File: src/core/pwm_pkg.sv
// package for the three-phase pwm generator
// assumes one 200 MHz system clock; peripheral rate is half of it
package pwm_pkg;
   // register indices on the data memory bus
   localparam logic [3:0] REG_PERIOD   = 4'h0;
   localparam logic [3:0] REG_DEADTIME = 4'h1;
   localparam logic [3:0] REG_MINPULSE = 4'h2;
   localparam logic [3:0] REG_GATE     = 4'h3;
   localparam logic [3:0] REG_DUTY_A   = 4'h4;
   localparam logic [3:0] REG_DUTY_B   = 4'h5;
   localparam logic [3:0] REG_DUTY_C   = 4'h6;
   localparam logic [3:0] REG_SEGMENT  = 4'h7;
   localparam logic [3:0] REG_STATUS   = 4'h8;
   // widths
   localparam int CNT_W  = 12;
   localparam int CHOP_W = 6;
   // segment fields
   localparam int SEG_XA = 8;
   localparam int SEG_XB = 7;
   localparam int SEG_XC = 6;
   // disable bit positions, one per pin
   localparam int DIS_CL = 0;
   localparam int DIS_CH = 1;
   localparam int DIS_BH = 2;
   localparam int DIS_BL = 3;
   localparam int DIS_AH = 4;
   localparam int DIS_AL = 5;
   // gate fields
   localparam int GATE_HI_EN = 8;
   localparam int GATE_LO_EN = 9;
   // status fields
   localparam int STAT_TRIP = 0;
   localparam int STAT_POL  = 2;
   // reset values
   localparam logic [11:0] PERIOD_RST = 12'h000;
   localparam logic [8:0]  SEG_RST    = 9'h000;
   // sync pulse length in system clocks
   localparam int SYNC_TICKS = 1;
   // timing unit states
   typedef enum logic [2:0] {
      ST_IDLE = 3'b001,
      ST_RUN  = 3'b010,
      ST_TRIP = 3'b100
   } pwm_state_type;
endpackage

File: src/core/pwm_chopper.sv
// gate drive carrier: toggles every (chop_divider+1) peripheral ticks
// assumes tick_in is a one-cycle enable at half the clock rate
module pwm_chopper #(
   parameter int W = 6
) (
   // clock and reset
   input  wire logic         mclk_in,
   input  wire logic         srst_in,
   // control
   input  wire logic         tick_in,
   input  wire logic [W-1:0] div_in,
   // carrier
   output logic              carrier_out
);
   logic [W-1:0] cnt_ff;
   logic         car_ff;
   wire          wrap = (cnt_ff >= div_in);

   // half period count, frequency = f_tick / (2*(div+1))
   always_ff @(posedge mclk_in) begin
      if (srst_in) begin
         cnt_ff <= '0;
         car_ff <= 1'b0;
      end else if (tick_in) begin
         cnt_ff <= wrap ? '0 : cnt_ff + 1'b1;
         if (wrap) car_ff <= ~car_ff;
      end
   end
   assign carrier_out = car_ff;
endmodule

File: src/core/three_phase_pwm_generator.sv
// three-phase center-based pwm generator with output control and gate drive
// assumes single-cycle data memory bus strobes on mclk_in; pins asynchronous
//
// Functional notes
// - logic advances on a peripheral tick at half the system clock
// - registers sit on the data bus, one-cycle read or write
// - six edges derived from three duty values per cycle
// - high and low of a phase never both active
// - on time is duty minus deadtime, centered in the period
// - no deadtime across the cycle boundary
// - sync pulse at each cycle start, to pin, adc and interrupt
// - 12-bit period register sets ticks per cycle
// - pulses shorter than minimum are removed, outputs saturate
// - segment bits 8,7,6 cross over phases a,b,c
// - segment bits 0 to 5 force single pins inactive
// - bit 2 is b high, bit 5 a low, bits 0-1 phase c
// - segment writes take effect at next cycle start
// - segment resets to zero: transparent mode
// - new duties apply only after all three are written
// - output active level follows polarity pin
// - gate bit 8 chops high side outputs with carrier
// - low trip input shuts the controller down
// - chop rate is tick over 2*(value+1); bit 9 chops low side
// - trip disables outputs, raises trip event, status bit 0 shows pin
// - low polarity pin gives active-low outputs; status bit 2 shows it
module three_phase_pwm_generator #(
   parameter int CW = 12
) (
   // clock and reset
   input  wire logic          mclk_in,
   input  wire logic          srst_in,
   // data memory bus
   input  wire logic          bus_sel_in,
   input  wire logic          bus_wr_in,
   input  wire logic [3:0]    bus_addr_in,
   input  wire logic [15:0]   bus_wdata_in,
   output logic      [15:0]   bus_rdata_out,
   // pins from outside
   input  wire logic          fault_shutdown_n_in,
   input  wire logic          output_polarity_in,
   // inverter outputs
   output logic               phase_a_high_out,
   output logic               phase_a_low_out,
   output logic               phase_b_high_out,
   output logic               phase_b_low_out,
   output logic               phase_c_high_out,
   output logic               phase_c_low_out,
   // cycle start and events
   output logic               cycle_start_pulse_out,
   output logic               adc_start_out,
   output logic               sync_irq_out,
   output logic               trip_irq_out
);
   // =========================================================
   // pin synchronisers
   logic [1:0] trip_sync_ff;
   logic [1:0] pol_sync_ff;
   always_ff @(posedge mclk_in) begin
      if (srst_in) begin
         trip_sync_ff <= 2'b11;
         pol_sync_ff  <= 2'b00;
      end else begin
         trip_sync_ff <= {trip_sync_ff[0], fault_shutdown_n_in};
         pol_sync_ff  <= {pol_sync_ff[0], output_polarity_in};
      end
   end
   wire trip_lvl_n = trip_sync_ff[1];
   wire pol_lvl    = pol_sync_ff[1];

   // =========================================================
   // peripheral tick, half the system clock
   logic tick_ff;
   always_ff @(posedge mclk_in) begin
      if (srst_in) tick_ff <= 1'b0;
      else         tick_ff <= ~tick_ff;
   end
   wire tick = tick_ff;

   // =========================================================
   // registers
   logic [CW-1:0] period_value_ff;
   logic [CW-1:0] deadtime_value_ff;
   logic [CW-1:0] min_pulse_value_ff;
   logic [9:0]    gate_chop_control_ff;
   logic [CW-1:0] duty_a_ff, duty_b_ff, duty_c_ff;
   logic [CW-1:0] act_a_ff, act_b_ff, act_c_ff;
   logic [2:0]    duty_wr_ff;
   logic [8:0]    segment_control_ff;
   logic [8:0]    seg_act_ff;
   logic          period_loaded_ff;
   logic          trip_evt_ff;

   wire wr = bus_sel_in & bus_wr_in;
   function automatic logic hit(input logic [3:0] a, input logic [3:0] r);
      hit = wr && (a == r);
   endfunction
   wire wr_per  = hit(bus_addr_in, pwm_pkg::REG_PERIOD);
   wire wr_dt   = hit(bus_addr_in, pwm_pkg::REG_DEADTIME);
   wire wr_pd   = hit(bus_addr_in, pwm_pkg::REG_MINPULSE);
   wire wr_gate = hit(bus_addr_in, pwm_pkg::REG_GATE);
   wire wr_a    = hit(bus_addr_in, pwm_pkg::REG_DUTY_A);
   wire wr_b    = hit(bus_addr_in, pwm_pkg::REG_DUTY_B);
   wire wr_c    = hit(bus_addr_in, pwm_pkg::REG_DUTY_C);
   wire wr_seg  = hit(bus_addr_in, pwm_pkg::REG_SEGMENT);

   // =========================================================
   // timing unit state and counter
   pwm_pkg::pwm_state_type state_ff, nxt_state;
   logic [CW-1:0] cnt_ff;
   wire cyc_end   = tick && (cnt_ff >= period_value_ff - 1'b1);
   wire all_duty  = &duty_wr_ff;
   wire trip_now  = ~trip_lvl_n;

   always_comb begin
      nxt_state = state_ff;
      case (state_ff)
         pwm_pkg::ST_IDLE: if (period_loaded_ff && tick)
                              nxt_state = pwm_pkg::ST_RUN;
         pwm_pkg::ST_RUN:  if (trip_now) nxt_state = pwm_pkg::ST_TRIP;
         pwm_pkg::ST_TRIP: if (!trip_now && wr_per)
                              nxt_state = pwm_pkg::ST_IDLE;
         default:          nxt_state = pwm_pkg::ST_IDLE;
      endcase
   end
   wire running = (state_ff == pwm_pkg::ST_RUN);
   wire start   = (state_ff == pwm_pkg::ST_IDLE) && (nxt_state
                  == pwm_pkg::ST_RUN);
   wire cyc_start = start || (running && cyc_end && !trip_now);

   // register writes, cycle reload and state
   always_ff @(posedge mclk_in) begin
      if (srst_in) begin
         state_ff             <= pwm_pkg::ST_IDLE;
         cnt_ff               <= '0;
         period_value_ff      <= pwm_pkg::PERIOD_RST;
         deadtime_value_ff    <= '0;
         min_pulse_value_ff   <= '0;
         gate_chop_control_ff <= '0;
         duty_a_ff            <= '0;
         duty_b_ff            <= '0;
         duty_c_ff            <= '0;
         act_a_ff             <= '0;
         act_b_ff             <= '0;
         act_c_ff             <= '0;
         duty_wr_ff           <= '0;
         segment_control_ff   <= pwm_pkg::SEG_RST;
         seg_act_ff           <= pwm_pkg::SEG_RST;
         period_loaded_ff     <= 1'b0;
         trip_evt_ff          <= 1'b0;
      end else begin
         state_ff    <= nxt_state;
         trip_evt_ff <= running && trip_now;
         if (wr_per) begin
            period_value_ff  <= bus_wdata_in[CW-1:0];
            period_loaded_ff <= 1'b1;
         end else if (running && trip_now) begin
            period_loaded_ff <= 1'b0; // full reinit needed
         end
         if (wr_dt)   deadtime_value_ff    <= bus_wdata_in[CW-1:0];
         if (wr_pd)   min_pulse_value_ff   <= bus_wdata_in[CW-1:0];
         if (wr_gate) gate_chop_control_ff <= bus_wdata_in[9:0];
         if (wr_a)    duty_a_ff            <= bus_wdata_in[CW-1:0];
         if (wr_b)    duty_b_ff            <= bus_wdata_in[CW-1:0];
         if (wr_c)    duty_c_ff            <= bus_wdata_in[CW-1:0];
         if (wr_seg)  segment_control_ff   <= bus_wdata_in[8:0];
         // set wins over the reload clear
         duty_wr_ff <= (cyc_start && all_duty ? 3'b000 : duty_wr_ff)
                       | {wr_c, wr_b, wr_a};
         if (cyc_start) begin
            cnt_ff     <= '0;
            seg_act_ff <= segment_control_ff;
            if (all_duty) begin
               act_a_ff <= duty_a_ff;
               act_b_ff <= duty_b_ff;
               act_c_ff <= duty_c_ff;
            end
         end else if (running && tick) begin
            cnt_ff <= cnt_ff + 1'b1;
         end
      end
   end

   // =========================================================
   // edge calculation, symmetric about the cycle center
   // returns {high, low} raw signals for one phase
   function automatic logic [1:0] phase_raw(
      input logic [CW-1:0] duty, input logic [CW-1:0] dt,
      input logic [CW-1:0] pd,   input logic [CW-1:0] per,
      input logic [CW-1:0] t);
      logic [CW:0] on_w, lo_w, hi_s, hi_e, lo_s, lo_e, tt;
      begin
         on_w = (duty > dt) ? {1'b0, duty - dt} : '0;
         lo_w = ({1'b0, per} > {1'b0, duty} + {1'b0, dt})
                ? {1'b0, per} - {1'b0, duty} - {1'b0, dt} : '0;
         hi_s = ({1'b0, per} - on_w) >> 1;
         hi_e = hi_s + on_w;
         lo_s = lo_w >> 1;
         lo_e = {1'b0, per} - (lo_w >> 1);
         tt   = {1'b0, t};
         if (on_w < {1'b0, pd})
            phase_raw = 2'b01;
         else if (lo_w < {1'b0, pd})
            phase_raw = 2'b10;
         else
            phase_raw = {(tt >= hi_s) && (tt < hi_e),
                         (tt < lo_s) || (tt >= lo_e)};
      end
   endfunction

   wire [1:0] raw_a = phase_raw(act_a_ff, deadtime_value_ff,
                      min_pulse_value_ff, period_value_ff, cnt_ff);
   wire [1:0] raw_b = phase_raw(act_b_ff, deadtime_value_ff,
                      min_pulse_value_ff, period_value_ff, cnt_ff);
   wire [1:0] raw_c = phase_raw(act_c_ff, deadtime_value_ff,
                      min_pulse_value_ff, period_value_ff, cnt_ff);

   // =========================================================
   // output control: crossover then disables
   wire [1:0] xa = seg_act_ff[pwm_pkg::SEG_XA] ? {raw_a[0], raw_a[1]}
                                                : raw_a;
   wire [1:0] xb = seg_act_ff[pwm_pkg::SEG_XB] ? {raw_b[0], raw_b[1]}
                                                : raw_b;
   wire [1:0] xc = seg_act_ff[pwm_pkg::SEG_XC] ? {raw_c[0], raw_c[1]}
                                                : raw_c;
   // active-high "on" per pin, gated by run state and disables
   wire ah_on = running & xa[1] & ~seg_act_ff[pwm_pkg::DIS_AH];
   wire al_on = running & xa[0] & ~seg_act_ff[pwm_pkg::DIS_AL];
   wire bh_on = running & xb[1] & ~seg_act_ff[pwm_pkg::DIS_BH];
   wire bl_on = running & xb[0] & ~seg_act_ff[pwm_pkg::DIS_BL];
   wire ch_on = running & xc[1] & ~seg_act_ff[pwm_pkg::DIS_CH];
   wire cl_on = running & xc[0] & ~seg_act_ff[pwm_pkg::DIS_CL];

   // =========================================================
   // gate drive: chopping and polarity
   logic carrier;
   pwm_chopper #(.W(pwm_pkg::CHOP_W)) u_chop (
      .mclk_in     (mclk_in),
      .srst_in     (srst_in),
      .tick_in     (tick),
      .div_in      (gate_chop_control_ff[pwm_pkg::CHOP_W-1:0]),
      .carrier_out (carrier)
   );
   wire ch_hi = ~gate_chop_control_ff[pwm_pkg::GATE_HI_EN] | carrier;
   wire ch_lo = ~gate_chop_control_ff[pwm_pkg::GATE_LO_EN] | carrier;
   wire [5:0] on_vec = {ah_on & ch_hi, al_on & ch_lo, bh_on & ch_hi,
                        bl_on & ch_lo, ch_on & ch_hi, cl_on & ch_lo};
   // low polarity pin means active-low: invert when pol is 0
   wire [5:0] pin_vec = pol_lvl ? on_vec : ~on_vec;

   logic [5:0] pins_ff;
   logic       sync_ff;
   always_ff @(posedge mclk_in) begin
      if (srst_in) begin
         pins_ff <= 6'h3F;
         sync_ff <= 1'b0;
      end else begin
         pins_ff <= pin_vec;
         sync_ff <= cyc_start;
      end
   end
   assign {phase_a_high_out, phase_a_low_out, phase_b_high_out,
           phase_b_low_out, phase_c_high_out, phase_c_low_out} = pins_ff;
   assign cycle_start_pulse_out = sync_ff;
   assign adc_start_out         = sync_ff;
   assign sync_irq_out          = sync_ff;
   assign trip_irq_out          = trip_evt_ff;

   // =========================================================
   // read mux
   logic [15:0] rd;
   always_comb begin
      rd = 16'h0000;
      case (bus_addr_in)
         pwm_pkg::REG_PERIOD:   rd[CW-1:0] = period_value_ff;
         pwm_pkg::REG_DEADTIME: rd[CW-1:0] = deadtime_value_ff;
         pwm_pkg::REG_MINPULSE: rd[CW-1:0] = min_pulse_value_ff;
         pwm_pkg::REG_GATE:     rd[9:0]    = gate_chop_control_ff;
         pwm_pkg::REG_DUTY_A:   rd[CW-1:0] = duty_a_ff;
         pwm_pkg::REG_DUTY_B:   rd[CW-1:0] = duty_b_ff;
         pwm_pkg::REG_DUTY_C:   rd[CW-1:0] = duty_c_ff;
         pwm_pkg::REG_SEGMENT:  rd[8:0]    = segment_control_ff;
         pwm_pkg::REG_STATUS: begin
            rd[pwm_pkg::STAT_TRIP] = trip_lvl_n;
            rd[pwm_pkg::STAT_POL]  = pol_lvl;
         end
         default:               rd = 16'h0000;
      endcase
   end
   logic [15:0] rdata_ff;
   always_ff @(posedge mclk_in) begin
      if (srst_in) rdata_ff <= 16'h0000;
      else         rdata_ff <= rd;
   end
   assign bus_rdata_out = rdata_ff;
endmodule

File: config.mk
export PLATFORM = sky130hd
export DESIGN_NAME = three_phase_pwm_generator
export DESIGN_NICKNAME = d
export VERILOG_FILES = /design/src/core/pwm_pkg.sv /design/src/core/pwm_chopper.sv /design/src/core/three_phase_pwm_generator.sv
export SDC_FILE = /design/constraint.sdc
export NUM_CORES = 1
export LEC_CHECK = 0
export BUFFER_PORTS_ARGS = -buffer_cell sky130_fd_sc_hd__clkbuf_2
export CORE_ASPECT_RATIO = 0.6
export CORE_MARGIN = 3
export CORE_UTILIZATION = 55
export CTS_BUF_LIST = sky130_fd_sc_hd__clkbuf_2
export DETAILED_ROUTE_END_ITERATION = 16
export PLACE_DENSITY = 0.71
export SLEW_MARGIN = 20
export SYNTH_ARGS = -nofsm -noshare
export SYNTH_HDL_FRONTEND = slang
export SYNTH_SLANG_ARGS = --single-unit
File: constraint.sdc
create_clock -name mclk_in -period 16.3 [get_ports mclk_in]
set_input_delay 3.26 -clock mclk_in [delete_from_list [all_inputs] [get_ports mclk_in]]
set_output_delay 3.26 -clock mclk_in [all_outputs]
set_load 0.01 [all_outputs]
==> out/qor.csv <==
stage;metric;value;unit
outcome;run status;complete, no violations;
synthesis;EDFF count, synth;0;
power;Comb pwr share;32.5;%
worst_setup_path;Critical R2R Launch;deadtime_value_ff[1]$_SDFFE_PP0P_;
placed_design;worst slack, placed;7.19;ns
routing;Vias/cell;6.22;
clock_network;CTS Buf Count;17;
worst_setup_path;R2R Setup Slk;6.86;ns
sta;final setup violation count;0;
worst_hold_path;Hold Path Origin;trip_sync_ff[0]$_SDFF_PP1_;
power;sw frac;39.8;%
sta;Max transition margin;34.9;%
sta;setup ws final;6.86;ns
global_routing;vias in the first global route;21900;
sta;Final TNS setup;0;ns
floorplanning;Core ar.;0.0425;mm²
routing;Iteration-0 DRC Markers;2609;
worst_setup_path;critical path class;reg -> reg;
final_layout;layout cells sized above 1;5.75;%
routing;antenna viol nets, final;0;
power;pwr/cell area;43.5;mW/mm²
synthesis;sequential share of the synthesized area;15.6;%
final_layout;Fillers;3937;
worst_hold_path;Hold Crit Class;reg -> reg;
clock_network;total clock sinks;187;
sta;max-slew violations;0;
clock_network;worst-skew pair later-pin latency;0.90;ns
global_routing;largest net degree at the start of global routing;95;
synthesis;Avg Synthesized Cell Area;7.80;µm²
placed_design;RD Place Congestion;1.06;
power;total power;0.00110;W
worst_setup_path;critical path peak fanout;14;
global_routing;GR Overflow Total;0;
final_layout;Layout area overhead;4.73;%
synthesis;Cell variety after synth;84;
global_routing;GRT Total Usage;36.2;%
final_layout;Layout Nets;3688;
power;register share of total power;42.7;%
worst_setup_path;Critical R2R Capture;pins_ff[0]$_SDFF_PP1_;
placed_design;DP HPWL;66.6;mm
clock_network;H-tree levels;4;
synthesis;Post-synth top flop;dfxtp_1;
floorplanning;floorplan die height;168;µm
floorplanning;DIE AREA;0.0464;mm²
power;clock share of power;24.9;%
synthesis;number of synthesized register bits;187;
routing;WL final;84.5;mm
clock_network;CTS Buffer Depth;2;
synthesis;Syn Inst Count;3085;
synthesis;YS warnings;0;
floorplanning;Starting Density;56.6;%
sta;Worst Skew;0.0721;ns
routing;first-pass detailed-route iteration total;6;
sta;post-layout minimum cycle time;9.44;ns
worst_hold_path;Hold Path Cell Cnt;1;
sta;Hold Violations, Final;0;
floorplanning;Chip Width;276;µm
final_layout;most frequent cells in the layout;512 x ha_1, 365 x nand2_1, 274 x inv_1, 269 x a21oi_1, 228 x nor2_1;
clock_network;clock slew at reported path FFs;0.36;ns
synthesis;Async SR Flop Fraction;0;%
worst_setup_path;Critical Path AT;10.26;ns
clock_network;CTS tree;yes;
final_layout;area occupied by multi-input gates;0.0188;mm²
job;max_cap viols;0;
sta;RSZ-0062 raised after global routing;false;
worst_setup_path;Crit. End Element;register;
worst_setup_path;worst-path cell with the longest stage delay;dfxtp_1;
routing;DR WL/cell;22.9;µm
worst_setup_path;Worst EP required;17.12;ns
power;leakage power;11.1;nW
worst_setup_path;FF-to-FF path depth;33;
worst_hold_path;Hold Path End;trip_sync_ff[1]$_SDFF_PP1_;
sta;Max Clock Freq;0.106;GHz
placed_design;I/O Buffers;43;
sta;post-route clock period utilization;57.9;%
power;internal power;0.000659;W
worst_setup_path;CP peak stage delay;0.72;ns
floorplanning;FP Rows;58;
sta;Worst Tran Pin Value;0.974;ns
final_layout;total area of sequential cells;0.00374;mm²
clock_network;Resized cells post-CTS;0;
clock_network;setup repair bufs after CTS;0;
clock_network;root buf cell;clkbuf_2;
final_layout;commonest non-fill, non-tap cell in the layout;ha_1;
global_routing;first-pass GRT wire length;129;mm
power;net switching power;0.000437;W
routing;DR vias;22900;
power;worst vdd ir;45.7;µV
floorplanning;Boundary Pins;52;
global_routing;initial antenna violation count;6;
synthesis;Netlist Area Pre-Place;0.0240;mm²
clock_network;CTS Hold Bufs;0;
worst_setup_path;crit start category;register;
routing;Remaining DRCs;0;
==> power by group through the flow <==
| stage | Clock (W) | Combinational [W] | Sequential (W) |
|---|---|---|---|
| after floorplan | 0 | 0.000242 | 0.000473 |
| after global placement | 0 | 0.000334 | 0.000474 |
| after detailed placement | 0 | 0.000343 | 0.000474 |
| after CTS | 0.000274 | 0.000346 | 0.000467 |
| after global routing | 0.000294 | 0.000388 | 0.000468 |
| final | 0.000272 | 0.000356 | 0.000468 |
==> flip-flops by register name, indices dropped and copies added, names as in the netlist, 6 cells and up <==
name,flops
u_chop.cnt_ff,6
segment_control_ff,9
deadtime_value_ff,12
duty_b_ff,12
min_pulse_value_ff,12
act_c_ff,12
act_b_ff,12
duty_c_ff,12
gate_chop_control_ff,10
seg_act_ff,9
cnt_ff,12
duty_a_ff,12
pins_ff,6
act_a_ff,12
period_value_ff,12
bus_rdata_out,12
==> worst max path at each step <==
stage	startpoint	end	slack, ns
floorplan	deadtime_value_ff[1]$_SDFFE_PP0P_	pins_ff[0]$_SDFF_PP1_	8.97
global placement	deadtime_value_ff[1]$_SDFFE_PP0P_	pins_ff[0]$_SDFF_PP1_	7.35
detailed placement	deadtime_value_ff[1]$_SDFFE_PP0P_	pins_ff[4]$_SDFF_PP1_	7.19
CTS	deadtime_value_ff[1]$_SDFFE_PP0P_	pins_ff[5]$_SDFF_PP1_	7.12
global route	deadtime_value_ff[1]$_SDFFE_PP0P_	pins_ff[5]$_SDFF_PP1_	5.98
finish	deadtime_value_ff[1]$_SDFFE_PP0P_	pins_ff[0]$_SDFF_PP1_	6.86
==> cell type report <==
| class | count | area share (%) |
|---|---|---|
| Inverter | 274 | 4.08 |
| Clock inverter | 15 | 0.775 |
| Multi-Input combinational cell | 2529 | 74.8 |
| Tap cell | 570 | 2.83 |
| Timing Repair Buffer | 90 | 2.27 |
| Sequential cell | 187 | 14.9 |
| Antenna cell | 1 | 0.00993 |
| Clock buffer | 17 | 0.338 |
==> critical path: cells and delay by family, from the launching register on <==
kind	cells	cell delay [ns]
AND/OR/NAND/NOR	6	2.17
multiplexers	1	0.20
AO/OA/AOI/OAI	20	4.35
buffers and inverters	1	0.44
flip-flops	1	0.72
XOR/XNOR	1	0.12
adder cells (fa/ha/maj)	4	1.40
==> synthesized netlist by cell type, types with 11 or more instances <==
| library cell | count | area share, % |
|---|---|---|
| nor2_1 | 229 | 3.6 |
| or3_1 | 17 | 0.44 |
| xor2_1 | 87 | 3.2 |
| a21o_1 | 55 | 1.7 |
| a41oi_1 | 11 | 0.40 |
| or2_2 | 36 | 0.94 |
| nor4_1 | 13 | 0.34 |
| o21a_1 | 40 | 1.2 |
| a22oi_1 | 42 | 1.3 |
| nand2b_1 | 67 | 1.7 |
| ha_1 | 512 | 27 |
| a21oi_1 | 269 | 5.6 |
| xnor2_1 | 113 | 4.1 |
| nand4_1 | 32 | 0.83 |
| a211oi_1 | 33 | 1.0 |
| mux2i_1 | 19 | 0.79 |
| nand2_1 | 365 | 5.7 |
| clkbuf_1 | 71 | 1.1 |
| inv_1 | 274 | 4.3 |
| nor3_1 | 65 | 1.4 |
| o211ai_1 | 18 | 0.56 |
| a2111oi_0 | 12 | 0.44 |
| a31oi_1 | 16 | 0.42 |
| o41ai_1 | 16 | 0.58 |
| dfxtp_1 | 187 | 16 |
| fa_1 | 51 | 4.2 |
| and3_1 | 27 | 0.70 |
| o21ai_0 | 122 | 2.5 |
| nand3_1 | 60 | 1.2 |
| o21bai_1 | 19 | 0.59 |
| o2111ai_1 | 14 | 0.51 |
| nor2b_1 | 52 | 1.4 |
==> per-stage QoR <==
stage | area [µm²] | util (%) | std cells | hold slack (ns)
2_1_floorplan | 24100 | - | 3088 | 0.389
3_3_place_gp | 24900 | 58.6 | 3650 | 0.402
3_5_place_dp | 24900 | 58.6 | 3650 | 0.404
4_1_cts | 25200 | 59.2 | 3682 | 0.467
5_1_grt | 25200 | 59.2 | 3683 | 0.474
6_report | 25200 | 59.2 | 3683 | 0.465
==> cell families after synthesis <==
logic type | Yosys count | synth area share, %
compound gates | 750 | 20.1
mux | 19 | 0.791
xor+xnor | 200 | 7.28
fa+ha+maj | 563 | 30.9
simple gates | 993 | 19.2
flops | 187 | 15.6
buf+inv | 372 | 6.14
other cells | 1 | 0.0156
==> routing by layer <==
metal  vias to the layer above  track usage, %  wire, µm
met5                         -               0        48
met4                         6            8.87      2000
met3                       152            11.4     10500
met2                      1077            52.8     34200
met1                     10900            51.6     37800
li1                      10800               -         -
Note: power is estimated with default switching activity, not from simulation.
